<file path="config.mk">
export PLATFORM = sky130hd
export DESIGN_NAME = bbs_host
export DESIGN_NICKNAME = d
export VERILOG_FILES = /design/src/rtl/bbs_pkg.sv /design/src/rtl/bbs_recovery.sv /design/src/rtl/bbs_host.sv
export SDC_FILE = /design/constraint.sdc
export NUM_CORES = 1
export LEC_CHECK = 0
export ABC_CLOCK_PERIOD_IN_PS = 6400
export CORE_MARGIN = 2
export CORE_UTILIZATION = 60
export CTS_CLUSTER_DIAMETER = 50
export DETAILED_ROUTE_END_ITERATION = 12
export DONT_BUFFER_PORTS = 1
export GPL_TIMING_DRIVEN = 0
export PLACE_DENSITY = 0.76
export SLEW_MARGIN = 10
export SYNTH_ARGS = -nofsm -noshare
export SYNTH_HDL_FRONTEND = slang
export SYNTH_SLANG_ARGS = --single-unit
</file>
<file path="constraint.sdc">
create_clock -name clk_i -period 6.4 [get_ports clk_i]
set_input_delay 0.64 -clock clk_i [delete_from_list [all_inputs] [get_ports clk_i]]
set_output_delay 0.64 -clock clk_i [all_outputs]
set_load 0.01 [all_outputs]
</file>
<file path="src/rtl/bbs_pkg.sv">
// Purpose: Constants for the battery backed byte memory host controller
// Assumes: 50 MHz clock, memory strobes driven straight from flip-flops
// Notes: Cycle counts derive from printed times; least times round up
// How it works
// - Host allows at least 100 ns for every read or write cycle.
// - Host holds the controlling write strobe low at least 80 ns.
// - Address valid at strobe fall and 80 ns before terminating rise.
// - Host holds address 10 ns after the rising strobe ending a write.
// - Write data set up 50 ns before store rise, held 5 ns after.
// - Host has select or store strobe high before supply starts falling.
// - Host keeps strobes high 1 ms after supply recovers before accessing.
// - Host keeps chip select high while supply rises through trip window.
package bbs_pkg;
	localparam int ADDR_W = 13;
	localparam int DATA_W = 8;
	localparam int CLK_PERIOD_NS = 20;
	localparam int CYCLE_MIN_NS = 100;
	localparam int STROBE_MIN_NS = 80;
	localparam int ADDR_HOLD_NS = 10;
	localparam int DATA_HOLD_NS = 5;
	localparam int READ_ACCESS_NS = 100;
	localparam int RELEASE_NS = 50;
	localparam int RECOVERY_MS = 1;
	localparam int NS_PER_MS = 1000000;
	localparam int STROBE_CYC = (STROBE_MIN_NS + CLK_PERIOD_NS - 1) / CLK_PERIOD_NS;
	localparam int READ_CYC = (READ_ACCESS_NS + CLK_PERIOD_NS - 1) / CLK_PERIOD_NS + 1;
	localparam int HOLD_CYC = (ADDR_HOLD_NS + CLK_PERIOD_NS - 1) / CLK_PERIOD_NS;
	localparam int TURN_CYC = (RELEASE_NS + CLK_PERIOD_NS - 1) / CLK_PERIOD_NS;
	localparam int RECOVERY_CYC = RECOVERY_MS * NS_PER_MS / CLK_PERIOD_NS;
	localparam int CNT_W = 16;
	typedef enum logic [2:0] {
		BBS_IDLE = 3'b000,
		BBS_RD = 3'b001,
		BBS_WR = 3'b010,
		BBS_HOLD = 3'b011,
		BBS_TURN = 3'b100
	} bbs_state_t;
endpackage : bbs_pkg

</file>
<file path="src/rtl/bbs_recovery.sv">
// Purpose: Power-up recovery timer gating memory accesses
// Assumes: supply_good_i is synchronous to clk_i
// Notes: Any loss of supply restarts the full wait
`timescale 1ns/10ps
module bbs_recovery #(
	parameter int RECOVERY_CYCLES = bbs_pkg::RECOVERY_CYC
) (
	// Clock and reset
	input wire logic clk_i,
	input wire logic resetn_i,
	// Supply
	input wire logic supply_good_i,
	output logic ready_o
);
	localparam int CW = $clog2(RECOVERY_CYCLES + 1);
	initial begin
		if (RECOVERY_CYCLES < 1) $error("RECOVERY_CYCLES must be at least one");
	end
	logic [CW-1:0] cnt_q, cnt_d;
	logic ready_q, ready_d;
	always_comb begin
		cnt_d = cnt_q;
		ready_d = ready_q;
		if (!supply_good_i) begin
			cnt_d = '0;
			ready_d = 1'b0;
		end else if (!ready_q) begin
			if (cnt_q == CW'(RECOVERY_CYCLES - 1)) begin
				ready_d = 1'b1;
			end else begin
				cnt_d = cnt_q + CW'(1);
			end
		end
	end
	always_ff @(posedge clk_i or negedge resetn_i) begin
		if (!resetn_i) begin
			cnt_q <= '0;
			ready_q <= 1'b0;
		end else begin
			cnt_q <= cnt_d;
			ready_q <= ready_d;
		end
	end
	assign ready_o = ready_q;
endmodule : bbs_recovery

</file>
<file path="src/rtl/bbs_host.sv">
// Purpose: Host side controller driving a battery backed byte-wide static memory
// Assumes: Memory pins are timed by this clock; supply_good_i synchronous
// Notes: One request at a time; writes are strobe controlled with output enable high
`timescale 1ns/10ps
module bbs_host #(
	parameter int RECOVERY_CYCLES = bbs_pkg::RECOVERY_CYC
) (
	// Clock and reset
	input wire logic clk_i,
	input wire logic resetn_i,
	// Supply monitor
	input wire logic supply_good_i,
	// User request
	input wire logic req_valid_i,
	input wire logic req_write_i,
	input wire logic [bbs_pkg::ADDR_W-1:0] req_addr_i,
	input wire logic [bbs_pkg::DATA_W-1:0] req_wdata_i,
	output logic req_ready_o,
	output logic rsp_valid_o,
	output logic [bbs_pkg::DATA_W-1:0] rsp_rdata_o,
	// Memory pins
	output logic [bbs_pkg::ADDR_W-1:0] byte_select_lines_o,
	output logic chip_on_n_o,
	output logic output_on_n_o,
	output logic store_strobe_n_o,
	input wire logic [bbs_pkg::DATA_W-1:0] byte_lanes_i,
	output logic [bbs_pkg::DATA_W-1:0] byte_lanes_o,
	output logic byte_lanes_oe_o
);
	// Refuse settings that would break the minimum cycle or overflow the counter
	initial begin
		if (bbs_pkg::STROBE_CYC + bbs_pkg::HOLD_CYC <
				bbs_pkg::CYCLE_MIN_NS / bbs_pkg::CLK_PERIOD_NS) begin
			$error("Write cycle below minimum");
		end
		if (RECOVERY_CYCLES < 1) begin
			$error("RECOVERY_CYCLES must be at least one");
		end
		if (bbs_pkg::READ_CYC >= (1 << bbs_pkg::CNT_W)) begin
			$error("Phase counter too narrow");
		end
	end
	// Last cycle of a phase of n cycles
	function automatic logic cnt_done(input logic [bbs_pkg::CNT_W-1:0] c, input int n);
		return c == bbs_pkg::CNT_W'(n - 1);
	endfunction : cnt_done
	logic ready;
	bbs_recovery #(
		.RECOVERY_CYCLES(RECOVERY_CYCLES)
	) u_recovery (
		.clk_i(clk_i),
		.resetn_i(resetn_i),
		.supply_good_i(supply_good_i),
		.ready_o(ready)
	);
	bbs_pkg::bbs_state_t st_q, st_d;
	logic [bbs_pkg::CNT_W-1:0] cnt_q, cnt_d;
	logic [bbs_pkg::ADDR_W-1:0] addr_q, addr_d;
	logic [bbs_pkg::DATA_W-1:0] wd_q, wd_d, rd_q, rd_d;
	logic ce_n_q, ce_n_d, oe_n_q, oe_n_d, we_n_q, we_n_d, doe_q, doe_d;
	logic rdy_q, rdy_d, rv_q, rv_d;
	always_comb begin
		st_d = st_q;
		cnt_d = cnt_q;
		addr_d = addr_q;
		wd_d = wd_q;
		rd_d = rd_q;
		ce_n_d = ce_n_q;
		oe_n_d = oe_n_q;
		we_n_d = we_n_q;
		doe_d = doe_q;
		rdy_d = 1'b0;
		rv_d = 1'b0;
		unique case (st_q)
			bbs_pkg::BBS_IDLE: begin
				// Strobes stay high until supply has been good long enough
				ce_n_d = 1'b1;
				we_n_d = 1'b1;
				oe_n_d = 1'b1;
				rdy_d = ready;
				if (rdy_q && req_valid_i && ready) begin
					rdy_d = 1'b0;
					addr_d = req_addr_i;
					cnt_d = '0;
					ce_n_d = 1'b0;
					if (req_write_i) begin
						wd_d = req_wdata_i;
						we_n_d = 1'b0;
						doe_d = 1'b1;
						st_d = bbs_pkg::BBS_WR;
					end else begin
						oe_n_d = 1'b0;
						st_d = bbs_pkg::BBS_RD;
					end
				end
			end
			bbs_pkg::BBS_RD: begin
				cnt_d = cnt_q + bbs_pkg::CNT_W'(1);
				if (cnt_done(cnt_q, bbs_pkg::READ_CYC)) begin
					rd_d = byte_lanes_i;
					rv_d = 1'b1;
					ce_n_d = 1'b1;
					oe_n_d = 1'b1;
					cnt_d = '0;
					st_d = bbs_pkg::BBS_TURN;
				end
			end
			bbs_pkg::BBS_WR: begin
				cnt_d = cnt_q + bbs_pkg::CNT_W'(1);
				if (cnt_done(cnt_q, bbs_pkg::STROBE_CYC)) begin
					// Rising both together ends the write; data still driven
					we_n_d = 1'b1;
					ce_n_d = 1'b1;
					cnt_d = '0;
					st_d = bbs_pkg::BBS_HOLD;
				end
			end
			bbs_pkg::BBS_HOLD: begin
				cnt_d = cnt_q + bbs_pkg::CNT_W'(1);
				if (cnt_done(cnt_q, bbs_pkg::HOLD_CYC)) begin
					doe_d = 1'b0;
					cnt_d = '0;
					st_d = bbs_pkg::BBS_IDLE;
					rv_d = 1'b1;
					rdy_d = ready;
				end
			end
			bbs_pkg::BBS_TURN: begin
				// Memory may still drive after a read; wait before next drive
				cnt_d = cnt_q + bbs_pkg::CNT_W'(1);
				if (cnt_done(cnt_q, bbs_pkg::TURN_CYC)) begin
					cnt_d = '0;
					st_d = bbs_pkg::BBS_IDLE;
					rdy_d = ready;
				end
			end
			default: begin
				st_d = bbs_pkg::BBS_IDLE;
			end
		endcase
		if (!supply_good_i) begin
			// Abort: strobes high, the memory ignores us anyway
			ce_n_d = 1'b1;
			we_n_d = 1'b1;
			oe_n_d = 1'b1;
			doe_d = 1'b0;
			rdy_d = 1'b0;
			rv_d = 1'b0;
			cnt_d = '0;
			st_d = bbs_pkg::BBS_IDLE;
		end
	end
	always_ff @(posedge clk_i or negedge resetn_i) begin
		if (!resetn_i) begin
			st_q <= bbs_pkg::BBS_IDLE;
			cnt_q <= '0;
			addr_q <= '0;
			wd_q <= '0;
			rd_q <= '0;
			ce_n_q <= 1'b1;
			oe_n_q <= 1'b1;
			we_n_q <= 1'b1;
			doe_q <= 1'b0;
			rdy_q <= 1'b0;
			rv_q <= 1'b0;
		end else begin
			st_q <= st_d;
			cnt_q <= cnt_d;
			addr_q <= addr_d;
			wd_q <= wd_d;
			rd_q <= rd_d;
			ce_n_q <= ce_n_d;
			oe_n_q <= oe_n_d;
			we_n_q <= we_n_d;
			doe_q <= doe_d;
			rdy_q <= rdy_d;
			rv_q <= rv_d;
		end
	end
	assign req_ready_o = rdy_q;
	assign rsp_valid_o = rv_q;
	assign rsp_rdata_o = rd_q;
	assign byte_select_lines_o = addr_q;
	assign chip_on_n_o = ce_n_q;
	assign output_on_n_o = oe_n_q;
	assign store_strobe_n_o = we_n_q;
	assign byte_lanes_o = wd_q;
	assign byte_lanes_oe_o = doe_q;
endmodule : bbs_host

</file>
==> flow_summary.toml <==
[sta]
post-route-period-util = 0.3780
rsz0062_at_grt = "false"
setup_viol = 0
max_freq_mhz = 413.3
hold_violations = 0
finalClockSkew_ns = 0.009293
tns_ns = 0
worst_pin_slew_ns = 0.7148
max_slew_margin = 0.5224
min_period_ns = 2.419
finalMaxSlewViolations = 0

[place]
io_buffers = 0
hpwl_um = 4955
gp_congestion = 0.8512
dp.cells = 404

[synth]
synth-warning-count = 0
syn_inst = 329
synth_top_area_cell = "dfrtp_1"
synth_seq_cells = 71
syn_area_um2 = 3557
synth_compound_area_frac = 0.1066
yosys-top-cells-area = "dfrtp_1, mux2_2, xnor2_1, a21oi_1, nand2_1"
async_reset_ff_frac = 1.000
ys_seq_area_frac = 0.5005
synthTopCellsByCount = "dfrtp_1, mux2_2, nand2_1, nor2_1, xnor2_1"
syn_nets = 368
synth_edf_count = 0
synth_most_common_cell = "dfrtp_1"
synthMuxAreaShare = 0.09743
yosys.area_share.xor_xnor = 0.05909
synth-simple-area-share = 0.1850
ys.flop_type = "dfrtp_1"
synth_top_family_by_area = "simple AND/OR/NAND/NOR gates"
synth_top_area_frac = 0.4784
synth.distinct_cells = 53
synth_area_per_cell_um2 = 10.81
synthAdderAreaFrac = 0.01759

[clocking]
cts_buffers = 9
clk_path_buf_depth = 2
htreeDepth = 3
post-cts-setup-buffer-count = 0
clock-sinks = 71
cts-root-buf = "clkbuf_8"
clkLatencyLatePin_ns = 0.35
hold_buffers = 1
path_clk_slew_ns = 0.08
post_cts_resized = 0
cts_tree = "built"

[setup_path]
cpPeakStageDelay_ns = 0.57
slowest_stage = "nor4_1"
crit_required_ns = 6.61
path_delay_family = "simple AND/OR/NAND/NOR gates"
cp.arrival_ns = 2.63
path_class = "reg2reg"
cp-start-kind = "flop"
cp.depth = 6
path_max_fanout = 10
cp-end-kind = "flop"
r2r_cells = 6
path_buf_inv = 1
worstPathCellList = "nor4_1 > nand4_1 > a32o_1 > o21ai_1 > buf_4 > a21oi_1"

[job]
maxCapViolations = 0

[global_routing]
antenna_found_initial = 0
grt.total_usage = 0.2424
grt-ovfl-total = 0
grt_pass1_vias = 2567
grt_pass1_wl_um = 12120
grt_max_degree = 69

[floorplanning]
fp.dieH_um = 81.00
start_util = 0.6117
die_w_um = 81.00
rows = 28
pin_count = 69
die_area_um2 = 6560
core_region_area_um2 = 5816

[cells_and_area]
drive_gt1_frac = 0.2023
nets = 380
antenna_cells = 0
instances_no_fill = 421
area_growth_pct = 9.180

[pwr]
netSwitchingFraction = 0.2364
comb_power_share = 0.025
p_leak_uw = 0.001675
power_density_nw_per_um2 = 215.7
ir_drop_v = 0.0001348
p_sw_uw = 198.0
intPower_uw = 639.6
clkPwrFrac = 0.436
p_seq_frac = 0.539

[hold_path]
worst_hold_path_type = "in2async"

[route]
postRouteWirelength_um = 7310
dr.pass1.iters = 4
wire_per_inst_um = 17.36
drcViolationCount = 0
viasPerCell = 6.133
drt_iter0_markers = 221
vias = 2582
ant_nets = 0

[status]
status = "complete, no violations"
==> metal layers <==
metal,part of all wire,vias to the layer above,global-route usage
li1,-,1225,-
met1,0.43,1288,0.3171
met2,0.50,60,0.3876
met3,0.054,9,0.07333
met4,0.015,0,0.07797
met5,0,-,0
==> path summary, 6_finish.rpt <==
path / from / endpoint / slack, ns
setup reg to reg: cnt_q[9] / cnt_q[13] / 3.98
hold reg to reg: chip_on_n_o / chip_on_n_o / 0.57
max in group asynchronous: resetn_i / u_recovery.cnt_q[0] / 5.95
setup / recovery: cnt_q[9] / cnt_q[13] / 3.98
min in group clk_i: req_wdata_i[3] / byte_lanes_o[3] / 0.44
hold / removal: resetn_i / output_on_n_o / 0.13
==> power groups by stage <==
stage               sequential [uW]  clock, uW  combinational [uW]
floorplan                       460          0                8.64
global placement                460          0                11.3
detailed placement              460          0                11.7
CTS                             451        375                22.0
global route                    452        399                25.1
finish                          451        365                21.2
==> layout by cell type, fill, tap and decap left out, types with 6 or more instances in the layout <==
cell type | Yosys | layout
a211oi_1 | 6 | 6
a21oi_1 | 20 | 20
clkbuf_1 | 8 | 8
clkbuf_8 | 0 | 9
dfrtp_1 | 68 | 68
inv_1 | 12 | 12
mux2_2 | 29 | 29
nand2_1 | 23 | 23
nand3_1 | 13 | 13
nor2_1 | 23 | 23
nor3_1 | 11 | 11
nor4_1 | 10 | 10
o21ai_0 | 8 | 8
xnor2_1 | 23 | 23
==> worst reg2reg max path, stage by stage, from the launching register on <==
cell     delay (ns)
dfrtp_1        0.46
nor4_1         0.57
nand4_1        0.33
a32o_1         0.40
o21ai_1        0.22
buf_4          0.22
a21oi_1        0.09
==> through the flow <==
step / total power (uW) / util / hold WS (ns) / instance area [um2] / setup slack [ns]
floorplan: 468.7 / - / 0.3444 / 3557 / 4.346
global placement: 471.5 / 0.6278 / 0.3460 / 3651 / 4.079
detailed placement: 472.0 / 0.6278 / 0.3460 / 3651 / 4.068
CTS: 848.5 / 0.6678 / 0.1213 / 3884 / 4.024
global route: 875.5 / 0.6678 / 0.1032 / 3884 / 3.793
finish: 837.6 / 0.6678 / 0.1312 / 3884 / 3.981
==> cell type report <==
class	count	area, um2
Clock inverter	7	81.33
Fill cell	461	1932
Sequential cell	71	1780
Inverter	12	45.04
Tap cell	75	93.84
Multi-Input combinational cell	231	1657
Buffer	15	75.07
Timing Repair Buffer	1	27.53
Clock buffer	9	123.9
==> sequential cells by signal, indices dropped and copies added (netlist names) <==
| register | cells |
|---|---|
| chip_on_n_o | 1 |
| req_ready_o | 1 |
| st_q | 3 |
| rsp_rdata_o | 8 |
| output_on_n_o | 1 |
| u_recovery.ready_o | 1 |
| cnt_q | 16 |
| byte_select_lines_o | 13 |
| u_recovery.cnt_q | 16 |
| store_strobe_n_o | 1 |
| byte_lanes_o | 8 |
| byte_lanes_oe_o | 1 |
| rsp_valid_o | 1 |
==> cells by family after synthesis <==
family | after synthesis
flip-flops | 71
XOR/XNOR | 24
adder cells (fa/ha/maj) | 5
AO/OA/AOI/OAI | 54
buffers and inverters | 27
multiplexers | 31
AND/OR/NAND/NOR | 117
Note: power is estimated with default switching activity, not from simulation.
